[config.mk]
export PLATFORM = sky130hd
export DESIGN_NAME = cie_exec
export DESIGN_NICKNAME = d
export VERILOG_FILES = /design/src/rtl/cie_pkg.sv /design/src/rtl/cie_exec.sv /design/src/rtl/cie_alu.sv
export SDC_FILE = /design/constraint.sdc
export NUM_CORES = 1
export LEC_CHECK = 0
export ABC_AREA = 1
export ABC_CLOCK_PERIOD_IN_PS = 2320
export BUFFER_PORTS_ARGS = -buffer_cell sky130_fd_sc_hd__buf_2
export CORE_MARGIN = 1.5
export CORE_UTILIZATION = 48
export DETAILED_ROUTE_END_ITERATION = 6
export PLACE_DENSITY = 0.92
export SYNTH_ARGS = -nofsm -noshare
export SYNTH_HDL_FRONTEND = slang
export SYNTH_SLANG_ARGS = --single-unit
[constraint.sdc]
create_clock -name clk_i -period 2.32 [get_ports clk_i]
set_clock_uncertainty 0.15 [all_clocks]
set_input_delay 0.348 -clock clk_i [delete_from_list [all_inputs] [get_ports clk_i]]
set_output_delay 0.348 -clock clk_i [all_outputs]
set_load 0.01 [all_outputs]
[src/rtl/cie_pkg.sv]
// Package for the instruction subset execution block: opcodes, flag layout, resets.
// Assumes a single 100 MHz core clock domain and an upstream decoder.
package cie_pkg;
    localparam logic [7:0] CIE_WDT_CLEAR = 8'h00;
    localparam logic [7:0] CIE_PRESC_CLEAR = 8'h00;
    localparam logic [7:0] CIE_ACC_RESET = 8'h00;
    localparam int CIE_LO_NIB_MSB = 3;
    localparam int CIE_HI_NIB_LSB = 4;
    localparam logic CIE_DEST_ACC = 1'b0;
    localparam logic CIE_DEST_FILE = 1'b1;
    localparam logic CIE_TO_RESET = 1'b1;
    localparam logic CIE_PD_RESET = 1'b1;

    typedef enum logic [4:0] {
        CIE_OP_SLEEP = 5'h01,
        CIE_OP_SUBL = 5'h02,
        CIE_OP_SWAP = 5'h04,
        CIE_OP_XORL = 5'h08,
        CIE_OP_XORF = 5'h10
    } cie_op_e;

    typedef struct packed {
        logic valid;
        cie_op_e op;
        logic [7:0] imm;
        logic [6:0] faddr;
        logic dest;
    } cie_instr_s;

    typedef struct packed {
        logic carry;
        logic half_carry_flag;
        logic zero;
        logic timeout_flag_n;
        logic powerdown_flag_n;
    } cie_flags_s;

    typedef struct packed {
        logic we;
        logic [6:0] addr;
        logic [7:0] data;
    } cie_fwr_s;
endpackage

[src/rtl/cie_exec.sv]
// Execution unit for sleep, subtract-from-literal, nibble swap and exclusive OR.
// Assumes a decoder presents one instruction per cycle with the file operand already read.
// Notes on behaviour
// - Sleep clears the watchdog counter and its prescaler to zero.
// - Sleep sets the time-out flag, clears power-down flag, nothing else.
// - After sleep updates, the core enters sleep with the oscillator halted.
// - Subtract-from-literal computes immediate minus accumulator into the accumulator.
// - Carry and half-carry are zero when accumulator part exceeds literal part.
// - Nibble swap exchanges the upper and lower four-bit halves, no flags.
// - Destination bit zero writes accumulator, one writes addressed file register.
// - Exclusive OR with immediate writes accumulator, updates only zero.
// - Exclusive OR with file writes the chosen destination, updates only zero.
`timescale 1ns/1ns
module cie_exec
    import cie_pkg::*;
(
    // Clock and reset
    input wire logic clk_i,
    input wire logic rst_b_i,
    // Instruction and operand
    input wire cie_instr_s instr_i,
    input wire logic [7:0] file_rdata_i,
    // Wake request ends sleep
    input wire logic wake_i,
    // Architectural state
    output logic [7:0] acc_o,
    output cie_flags_s flags_o,
    output cie_fwr_s fwr_o,
    // Watchdog clear and sleep control
    output logic wdt_clr_o,
    output logic [7:0] watchdog_counter_load_o,
    output logic [7:0] presc_load_o,
    output logic sleep_o,
    output logic osc_run_o
);
    logic [7:0] acc_q;
    cie_flags_s flags_q;
    cie_fwr_s fwr_q;
    logic wdt_clr_q;
    logic sleep_q;
    logic [7:0] alu_res;
    logic alu_c;
    logic alu_dc;
    logic alu_z;

    cie_alu u_alu (
        .op_i(instr_i.op),
        .acc_i(acc_q),
        .imm_i(instr_i.imm),
        .file_i(file_rdata_i),
        .res_o(alu_res),
        .carry_o(alu_c),
        .half_carry_o(alu_dc),
        .zero_o(alu_z)
    );

    // Instructions are ignored while asleep; the clock would be gated in silicon.
    wire go = instr_i.valid & ~sleep_q;
    wire is_sleep = go & (instr_i.op == CIE_OP_SLEEP);
    wire is_subl = go & (instr_i.op == CIE_OP_SUBL);
    wire is_swap = go & (instr_i.op == CIE_OP_SWAP);
    wire is_xorl = go & (instr_i.op == CIE_OP_XORL);
    wire is_xorf = go & (instr_i.op == CIE_OP_XORF);
    wire file_op = is_swap | is_xorf;
    wire to_file = file_op & (instr_i.dest == CIE_DEST_FILE);
    wire to_acc = is_subl | is_xorl | (file_op & (instr_i.dest == CIE_DEST_ACC));
    wire upd_z = is_subl | is_xorl | is_xorf;

    logic [7:0] acc_d;
    cie_flags_s flags_d;
    cie_fwr_s fwr_d;
    assign acc_d = to_acc ? alu_res : acc_q;
    assign fwr_d = '{we: to_file, addr: instr_i.faddr, data: alu_res};
    assign flags_d = '{
        carry: is_subl ? alu_c : flags_q.carry,
        half_carry_flag: is_subl ? alu_dc : flags_q.half_carry_flag,
        zero: upd_z ? alu_z : flags_q.zero,
        timeout_flag_n: is_sleep ? 1'b1 : flags_q.timeout_flag_n,
        powerdown_flag_n: is_sleep ? 1'b0 : flags_q.powerdown_flag_n
    };

    always_ff @(posedge clk_i or negedge rst_b_i) begin
        if (!rst_b_i) begin
            acc_q <= CIE_ACC_RESET;
            flags_q <= '{1'b0, 1'b0, 1'b0, CIE_TO_RESET, CIE_PD_RESET};
            fwr_q <= '0;
            wdt_clr_q <= 1'b0;
            sleep_q <= 1'b0;
        end else begin
            acc_q <= acc_d;
            flags_q <= flags_d;
            fwr_q <= fwr_d;
            wdt_clr_q <= is_sleep;
            sleep_q <= is_sleep | (sleep_q & ~wake_i);
        end
    end

    assign acc_o = acc_q;
    assign flags_o = flags_q;
    assign fwr_o = fwr_q;
    assign wdt_clr_o = wdt_clr_q;
    assign watchdog_counter_load_o = CIE_WDT_CLEAR;
    assign presc_load_o = CIE_PRESC_CLEAR;
    assign sleep_o = sleep_q;
    assign osc_run_o = ~sleep_q;

    a_sleep_wdt: assert property (@(posedge clk_i) disable iff (!rst_b_i)
        is_sleep |=> wdt_clr_o && sleep_o && !osc_run_o)
        else $error("sleep did not clear watchdog and halt");
    a_sleep_flags: assert property (@(posedge clk_i) disable iff (!rst_b_i)
        is_sleep |=> flags_o.timeout_flag_n && !flags_o.powerdown_flag_n
            && flags_o.zero == $past(flags_q.zero))
        else $error("sleep flag update wrong");
    a_sleep_stays: assert property (@(posedge clk_i) disable iff (!rst_b_i)
        sleep_o && !wake_i |=> sleep_o)
        else $error("sleep left without wake");
    a_sub_result: assert property (@(posedge clk_i) disable iff (!rst_b_i)
        is_subl |=> acc_o == 8'($past(instr_i.imm) - $past(acc_q)))
        else $error("subtract result wrong");
    a_sub_carry: assert property (@(posedge clk_i) disable iff (!rst_b_i)
        is_subl |=> flags_o.carry == ($past(acc_q) <= $past(instr_i.imm)))
        else $error("subtract carry wrong");
    a_sub_halfc: assert property (@(posedge clk_i) disable iff (!rst_b_i)
        is_subl |=> flags_o.half_carry_flag
            == ($past(acc_q[3:0]) <= $past(instr_i.imm[3:0])))
        else $error("subtract half carry wrong");
    a_swap_value: assert property (@(posedge clk_i) disable iff (!rst_b_i)
        is_swap && instr_i.dest |=> fwr_o.we
            && fwr_o.data == {$past(file_rdata_i[3:0]), $past(file_rdata_i[7:4])}
            && $stable(flags_o))
        else $error("swap result or flags wrong");
    a_dest_acc: assert property (@(posedge clk_i) disable iff (!rst_b_i)
        file_op && !instr_i.dest |=> !fwr_o.we && acc_o == fwr_o.data)
        else $error("destination accumulator wrong");
    a_xor_lit: assert property (@(posedge clk_i) disable iff (!rst_b_i)
        is_xorl |=> acc_o == ($past(acc_q) ^ $past(instr_i.imm))
            && flags_o.carry == $past(flags_q.carry))
        else $error("xor literal wrong");
    a_xor_zero: assert property (@(posedge clk_i) disable iff (!rst_b_i)
        is_xorf |=> flags_o.zero == (($past(acc_q) ^ $past(file_rdata_i)) == 8'h00))
        else $error("xor file zero wrong");
    a_file_addr: assert property (@(posedge clk_i) disable iff (!rst_b_i)
        to_file |=> fwr_o.addr == $past(instr_i.faddr))
        else $error("file address wrong");

    // Exclusive OR with a file operand, both destinations, and the flags it must leave alone.
    a_xorf_file: assert property (@(posedge clk_i) disable iff (!rst_b_i)
        is_xorf && instr_i.dest |=> fwr_o.we
            && fwr_o.data == ($past(acc_q) ^ $past(file_rdata_i)))
        else $error("xor file write wrong");
    a_xorf_acc: assert property (@(posedge clk_i) disable iff (!rst_b_i)
        is_xorf && !instr_i.dest |=> !fwr_o.we
            && acc_o == ($past(acc_q) ^ $past(file_rdata_i)))
        else $error("xor file accumulator wrong");
    a_xorf_keep: assert property (@(posedge clk_i) disable iff (!rst_b_i)
        is_xorf |=> flags_o.carry == $past(flags_q.carry)
            && flags_o.half_carry_flag == $past(flags_q.half_carry_flag))
        else $error("xor file touched carry flags");

    // The zero flag follows the value that landed in the accumulator.
    a_xorl_zero: assert property (@(posedge clk_i) disable iff (!rst_b_i)
        is_xorl |=> flags_o.zero == (acc_o == 8'h00))
        else $error("xor literal zero wrong");
    a_sub_zero: assert property (@(posedge clk_i) disable iff (!rst_b_i)
        is_subl |=> flags_o.zero == (acc_o == 8'h00))
        else $error("subtract zero wrong");

    // Swap to the accumulator must not disturb any flag.
    a_swap_acc: assert property (@(posedge clk_i) disable iff (!rst_b_i)
        is_swap && !instr_i.dest |=> !fwr_o.we
            && acc_o == {$past(file_rdata_i[3:0]), $past(file_rdata_i[7:4])}
            && $stable(flags_o))
        else $error("swap to accumulator wrong");

    // A write to the file side leaves the accumulator as it was.
    a_file_keep: assert property (@(posedge clk_i) disable iff (!rst_b_i)
        to_file |=> acc_o == $past(acc_q))
        else $error("file write changed accumulator");
    a_no_file_wr: assert property (@(posedge clk_i) disable iff (!rst_b_i)
        !to_file |=> !fwr_o.we)
        else $error("spurious file write");

    // Sleep keeps the arithmetic flags and the accumulator.
    a_sleep_keep: assert property (@(posedge clk_i) disable iff (!rst_b_i)
        is_sleep |=> flags_o.carry == $past(flags_q.carry)
            && flags_o.half_carry_flag == $past(flags_q.half_carry_flag)
            && acc_o == $past(acc_q) && !fwr_o.we)
        else $error("sleep touched other state");
    a_wdt_pulse: assert property (@(posedge clk_i) disable iff (!rst_b_i)
        !is_sleep |=> !wdt_clr_o)
        else $error("watchdog clear without sleep");
    a_load_zero: assert property (@(posedge clk_i) disable iff (!rst_b_i)
        watchdog_counter_load_o == 8'h00 && presc_load_o == 8'h00)
        else $error("watchdog load value not zero");

    // While asleep nothing executes; a wake request restarts the oscillator.
    a_asleep_idle: assert property (@(posedge clk_i) disable iff (!rst_b_i)
        sleep_o |=> $stable(acc_o) && !fwr_o.we && !wdt_clr_o)
        else $error("instruction executed while asleep");
    a_wake_exit: assert property (@(posedge clk_i) disable iff (!rst_b_i)
        sleep_o && wake_i |=> !sleep_o && osc_run_o)
        else $error("wake did not end sleep");
    a_osc_inverse: assert property (@(posedge clk_i) disable iff (!rst_b_i)
        osc_run_o == !sleep_o)
        else $error("oscillator run not inverse of sleep");

    c_sleep: cover property (@(posedge clk_i) disable iff (!rst_b_i) is_sleep ##1 wake_i);
    c_sub_borrow: cover property (@(posedge clk_i) disable iff (!rst_b_i) is_subl && !alu_c);
    c_swap_acc: cover property (@(posedge clk_i) disable iff (!rst_b_i) is_swap && !instr_i.dest);
    c_xor_zero: cover property (@(posedge clk_i) disable iff (!rst_b_i) is_xorf && alu_z);
    c_swap_file: cover property (@(posedge clk_i) disable iff (!rst_b_i) is_swap && instr_i.dest);
endmodule

[src/rtl/cie_alu.sv]
// Combinational arithmetic unit for the subset: subtract, swap, exclusive OR.
// Assumes operands are stable within the cycle; no state is kept here.
`timescale 1ns/1ns
module cie_alu
    import cie_pkg::*;
(
    // Operation select and operands
    input wire cie_op_e op_i,
    input wire logic [7:0] acc_i,
    input wire logic [7:0] imm_i,
    input wire logic [7:0] file_i,
    // Result and flag candidates
    output logic [7:0] res_o,
    output logic carry_o,
    output logic half_carry_o,
    output logic zero_o
);
    wire [8:0] sub_full = {1'b0, imm_i} - {1'b0, acc_i};
    wire [4:0] sub_low = {1'b0, imm_i[CIE_LO_NIB_MSB:0]} - {1'b0, acc_i[CIE_LO_NIB_MSB:0]};
    wire [7:0] swapped = {file_i[CIE_LO_NIB_MSB:0], file_i[7:CIE_HI_NIB_LSB]};
    wire [7:0] xor_l = acc_i ^ imm_i;
    wire [7:0] xor_f = acc_i ^ file_i;

    // A borrow out means the accumulator exceeded the literal, so carry is the borrow inverted.
    assign carry_o = ~sub_full[8];
    assign half_carry_o = ~sub_low[4];
    assign res_o = (op_i == CIE_OP_SUBL) ? sub_full[7:0] :
                   (op_i == CIE_OP_SWAP) ? swapped :
                   (op_i == CIE_OP_XORL) ? xor_l : xor_f;
    assign zero_o = (res_o == 8'h00);
endmodule

==> flow_metrics.env, run 1 <==
export IMPL_fp_dieW_um=67.3
export IMPL_p_int_uw=1220
export IMPL_clk_latency_ps=280
export IMPL_finalMaxSlewViolations=0
export IMPL_ys_flop_type="dfrtp_1"
export IMPL_p_sw_uw=808
export IMPL_cpMaxStageDelayCell="dfrtp_1"
export IMPL_final_hold_violation_count=0
export IMPL_p_seq_frac=0.359
export IMPL_fin_ws_ps=220
export IMPL_outcome="finished, final reports clean"
export IMPL_critPathLaunchType="flop"
export IMPL_end_kind="flop"
export IMPL_post_cts_setup_buffers=0
export IMPL_overflow=0
export IMPL_pre_cts_ws_ps=-8.01
export IMPL_tightest_slew_ps=663
export IMPL_numCtsBuffers=5
export IMPL_drt_total_wl_um=4990
export IMPL_cp_max_fo=4
export IMPL_irDropWorstVdd_uv=583
export IMPL_critPathBufInv=0
export IMPL_crit_family="simple AND/OR/NAND/NOR gates"
export IMPL_die_area_um2=4530
export IMPL_max_slew_margin=0.558
export IMPL_p_clk_frac=0.212
export IMPL_io_buffers=63
export IMPL_hp_class="primary input to flop"
export IMPL_core_region_area_um2=4000
export IMPL_leakagePower_uw=0.00141
export IMPL_tns_ps=0
export IMPL_p_total_uw=2030
export IMPL_die_h_um=67.3
export IMPL_syn_inst=268
export IMPL_first_global_vias=1789
export IMPL_drt_iter0_drc=177
export IMPL_clock_sinks=30
export IMPL_synth_edff_count=0
export IMPL_synth_area_um2=1980
export IMPL_clockBufferDepth=2
export IMPL_ant_nets=0
export IMPL_ys_ff_latch=30
export IMPL_grt_max_degree=31
export IMPL_route_detailed_drc=0
export IMPL_async_reset_ff_frac=1.00
export IMPL_grt_pass1_wl_um=7670
export IMPL_first_pass_iters=6
export IMPL_period_share=0.905
export IMPL_grt_antenna_before_repair=0
export IMPL_seq_area_frac_synth=0.379
export IMPL_antenna_cells=0
export IMPL_yosysWarningCount=0
export IMPL_tritoncts="built"
export IMPL_clk_pin_slew_ps=60
export IMPL_h_tree_depth=2
export IMPL_yosys_area_top_type="dfrtp_1"
export IMPL_synth_most_common_cell="nand2_1"
export IMPL_synth_cell_types=27
export IMPL_hpwl_um=3950
export IMPL_avgRoutedWirePerCell_um=12.7
export IMPL_rows=23
export IMPL_start_util=0.496
export IMPL_ys_top_cells_by_count="nand2_1 (53), inv_1 (49), dfrtp_1 (29)"
export IMPL_avgSynthCellArea_um2=7.40
export IMPL_vias=1957
export IMPL_p_comb_frac=0.429
export IMPL_cp_arrival_ps=2170
export IMPL_rsz0062_at_grt="no"
export IMPL_synth_area_top_cells="dfrtp_1 (37%), nand2_1 (10%), inv_1 (9.3%), buf_4 (6.8%), nand3_1 (5.8%)"
export IMPL_final_layout_size_suffix_gt1_frac=0.279
export IMPL_track_usage=0.227
export IMPL_path_cells="ha_1, fa_2, o21ai_2, a21oi_1, nor2_1, nor2_1, nand2_1, nand2_1, nor2_1, nand3_1, nand2_1"
export IMPL_critPathKind="flop to flop"
export IMPL_hold_slack_ps=15.9
export IMPL_via_per_inst=5.01
export IMPL_required_ps=2390
export IMPL_ios=81
export IMPL_switching_share=0.399
export IMPL_powerDensity_nw_per_um2=836
export IMPL_area_growth_pct=22.1
export IMPL_max_clock_freq_mhz=476
export IMPL_postLayoutCoreUtil=0.606
export IMPL_fin_crit_ps=2100
export IMPL_maxCapViolCount=0
export IMPL_finalNetCount=383
export IMPL_setup_viol=0
export IMPL_synth_top_cell_area_share=0.366
export IMPL_routabilityCongestion=0.915
export IMPL_max_stage_delay_ps=410
export IMPL_ctsRootBufferMaster="clkbuf_8"
==> layer usage <==
metal,vias up,share of wire,global-route usage
li1,958,-,-
met1,891,0.40,0.264
met2,90,0.51,0.400
met3,18,0.071,0.0583
met4,0,0.021,0.0842
met5,-,0,0
==> layout make-up <==
cell class              count  area [um^2]
multi-input cells         181          952
flip-flops and latches     30          752
clock buffers               7         86.3
inverters                  52          195
fillers                   354         1580
repair buffers             70          370
clock inverters             1         5.00
well taps                  50         62.6
==> what timing repair did <==
| item | 4_1_cts | 5_1_grt |
|---|---|---|
| endpoints found under the setup margin | 0 | 5 |
| endpoints found under the hold margin | 29 | 0 |
| hold buffers | 1 | 0 |
| resized for setup | 0 | 5 |
==> registers in the layout, indices dropped and copies added, names as in the netlist <==
| name | cells |
|---|---|
| acc_o | 8 |
| flags_o | 4 |
| sleep_o | 1 |
| wdt_clr_o | 1 |
| fwr_o | 16 |
==> final timing paths <==
| kind | endpoint | depth (start not counted) | slack [ps] | start |
|---|---|---|---|---|
| setup / recovery | flags_o[2] | 11 | 220 | acc_o[0] |
| hold / removal | fwr_o[11] | 1 | 20 | instr_i[4] |
| setup reg to reg | flags_o[2] | 11 | 220 | acc_o[0] |
| hold reg to reg | flags_o[0] | 2 | 300 | flags_o[0] |
| max in group asynchronous | fwr_o[10] | 2 | 1100 | rst_b_i |
| min in group asynchronous | flags_o[4] | 2 | 490 | rst_b_i |
==> stage by stage <==
| stage | cell area (um^2) | instances |
|---|---|---|
| floorplan | 2040 | 283 |
| detailed placement | 2310 | 382 |
| finish | 2420 | 391 |
| global route | 2420 | 391 |
| global placement | 2310 | 382 |
| CTS | 2410 | 391 |
==> worst reg2reg max path, stage by stage (launching register included) <==
cell,delay [ps]
dfrtp_1,410
ha_1,220
fa_2,360
o21ai_2,190
a21oi_1,110
nor2_1,130
nor2_1,60
nand2_1,70
nand2_1,90
nor2_1,110
nand3_1,80
nand2_1,70
==> power groups by stage <==
stage	registers (uW)	clock network (uW)	logic (uW)
CTS	729	429	848
global route	747	451	985
floorplan	790	0	502
finish	727	429	870
detailed placement	736	0	840
global placement	730	0	813
==> layout by cell type (no fill, tap or decap), drive strengths merged <==
cell type,instances
inv,52
a21oi,10
fa,1
ha,9
o211ai,1
conb,17
nand2,58
and2,1
clkbuf,7
a31oi,2
nor2,20
nand4,8
o21bai,3
buf,69
clkinv,1
nand3,24
dlygate4sd3,1
nor3,2
dfrtp,29
dfstp,1
nor4,1
o21ai,24
==> logic make-up (layout without fill, tap and decap cells) <==
family / count (synthesis) / after routing / share of synthesized area
compound gates: 40 / 40 / 0.115
fa+ha+maj: 10 / 10 / 0.0668
flops: 30 / 30 / 0.379
other cells: 2 / 17 / 0.00378
buf+inv: 72 / 130 / 0.175
simple gates: 114 / 114 / 0.261
Note: power is estimated with default switching activity, not from simulation.
==> inputs of run 2 (changes only) <==
Settings changed: PLACE_DENSITY 0.92 to 0.78.
==> flow_metrics.env, run 2 (synthesized netlist as in run 1, its figures left out) <==
export IMPL_outcome="finished, final reports clean"
export IMPL_fin_crit_ps=2090
export IMPL_max_slew_margin=0.545
export IMPL_ant_nets=0
export IMPL_path_cells="ha_1, fa_1, o21ai_2, a21oi_1, nor2_1, nor2_1, nand2_1, nand2_1, nor2_1, nand3_1, nand2_1"
export IMPL_holdPathStages=1
export IMPL_tightest_slew_ps=683
export IMPL_finalMaxSlewViolations=0
export IMPL_crit_family="adder cells"
export IMPL_fin_ws_ps=231
export IMPL_period_share=0.901
export IMPL_ctsRootBufferMaster="clkbuf_8"
export IMPL_grt_max_degree=31
export IMPL_max_clock_freq_mhz=479
export IMPL_min_to="fwr_o[14]"
export IMPL_p_total_uw=2040
export IMPL_hp_class="primary input to flop"
export IMPL_vias=1951
export IMPL_final_common_cell="buf_2"
export IMPL_route_detailed_drc=0
export IMPL_antenna_cells=0
export IMPL_hold_start="instr_i[7]"
export IMPL_first_global_vias=1676
export IMPL_irDropWorstVdd_uv=478
export IMPL_clk_pin_slew_ps=70
export IMPL_start_util=0.496
export IMPL_routabilityCongestion=0.952
export IMPL_required_ps=2400
export IMPL_max_stage_delay_ps=420
export IMPL_ios=81
export IMPL_postLayoutCoreUtil=0.612
export IMPL_r2r_setup_slack_ps=230
export IMPL_avgRoutedWirePerCell_um=12.4
export IMPL_final_hold_violation_count=0
export IMPL_overflow=0
export IMPL_leakagePower_uw=0.00143
export IMPL_setup_viol=0
export IMPL_layout_common_cells="buf_2 (63), nand2_1 (53), inv_1 (49), dfrtp_1 (29), nand3_1 (23)"
export IMPL_rsz0062_at_grt="no"
export IMPL_critPathKind="flop to flop"
export IMPL_core_region_area_um2=4000
export IMPL_rows=23
export IMPL_clk_latency_ps=290
export IMPL_track_usage=0.226
export IMPL_grt_antenna_before_repair=0
export IMPL_io_buffers=63
export IMPL_critPathLaunchType="flop"
export IMPL_pre_cts_ws_ps=27.0
export IMPL_numCtsBuffers=5
export IMPL_die_area_um2=4530
export IMPL_crit_reg2reg_launch="acc_o[0]"
export IMPL_maxCapViolCount=0
export IMPL_via_per_inst=4.94
export IMPL_r2r_cells=11
export IMPL_end_kind="flop"
export IMPL_r2r_end="flags_o[2]"
export IMPL_drt_total_wl_um=4910
export IMPL_fp_dieW_um=67.3
export IMPL_finalNetCount=387
export IMPL_tns_ps=0
export IMPL_hpwl_um=3870
export IMPL_powerDensity_nw_per_um2=832
export IMPL_die_h_um=67.3
export IMPL_tritoncts="built"
export IMPL_largest_register_ffs=16
export IMPL_grt_pass1_wl_um=7630
export IMPL_first_pass_iters=5
export IMPL_cp_arrival_ps=2170
export IMPL_cp_max_fo=4
export IMPL_h_tree_depth=2
export IMPL_clockBufferDepth=2
export IMPL_clock_sinks=30
export IMPL_critPathBufInv=0
export IMPL_drt_iter0_drc=118
export IMPL_area_growth_pct=23.3
export IMPL_cpMaxStageDelayCell="fa_1"
export IMPL_final_layout_size_suffix_gt1_frac=0.281
## run 2: report_power, final
group	switching (uW)	internal, uW
Combinational	532	343
Sequential	76.2	648
Clock	199	239
Total	807	1230
## run 2: worst register-to-register path, cell delays in order (launching register included)
cell and delay [ps]:
dfrtp_1 410, ha_1 210, fa_1 420, o21ai_2 190, a21oi_1 100, nor2_1 120
nor2_1 50, nand2_1 50, nand2_1 80, nor2_1 110, nand3_1 80, nand2_1 60
## run 2: final cells by class
| type | instances | area, um^2 |
|---|---|---|
| fill | 383 | 1550 |
| clock buffer | 7 | 86.3 |
| tap | 50 | 62.6 |
| sequential | 30 | 752 |
| timing repair buffer | 74 | 400 |
| multi-input combinational | 181 | 946 |
| clock inverter | 1 | 5.00 |
| inverter | 52 | 195 |
## run 2: worst max-delay path by stage
stage | to | slack, ps | cells past startpoint | startpoint
after floorplan | flags_o[2] | 260 | 11 | acc_o[0]
after global placement | flags_o[2] | 50 | 13 | instr_i[8]
after detailed placement | flags_o[2] | 30 | 13 | instr_i[8]
after CTS | flags_o[2] | 90 | 11 | acc_o[0]
after global routing | flags_o[2] | 10 | 11 | acc_o[0]
final | flags_o[2] | 230 | 11 | acc_o[0]
## run 2: per-layer routing
layer	up-vias	routed length [um]	global-route usage	share of wire
met5	-	0	0	0
met3	13	317	0.0467	0.065
met4	0	84	0.0816	0.017
met2	92	2390	0.389	0.49
met1	874	2120	0.281	0.43
li1	972	-	-	-
## run 2: per-stage QoR
stage	std cells	instance area (um^2)	hold slack, ps
CTS	395	2440	10.0
global placement	386	2340	259
global route	395	2450	10.1
detailed placement	386	2340	277
floorplan	283	2040	-97.6
finish	395	2450	12.5
## run 2: timing repair
item	CTS	global route
endpoints found under the setup margin	0	4
endpoints found under the hold margin	29	0
hold buffers	1	0
resized for setup	0	3
setup buffers	0	0
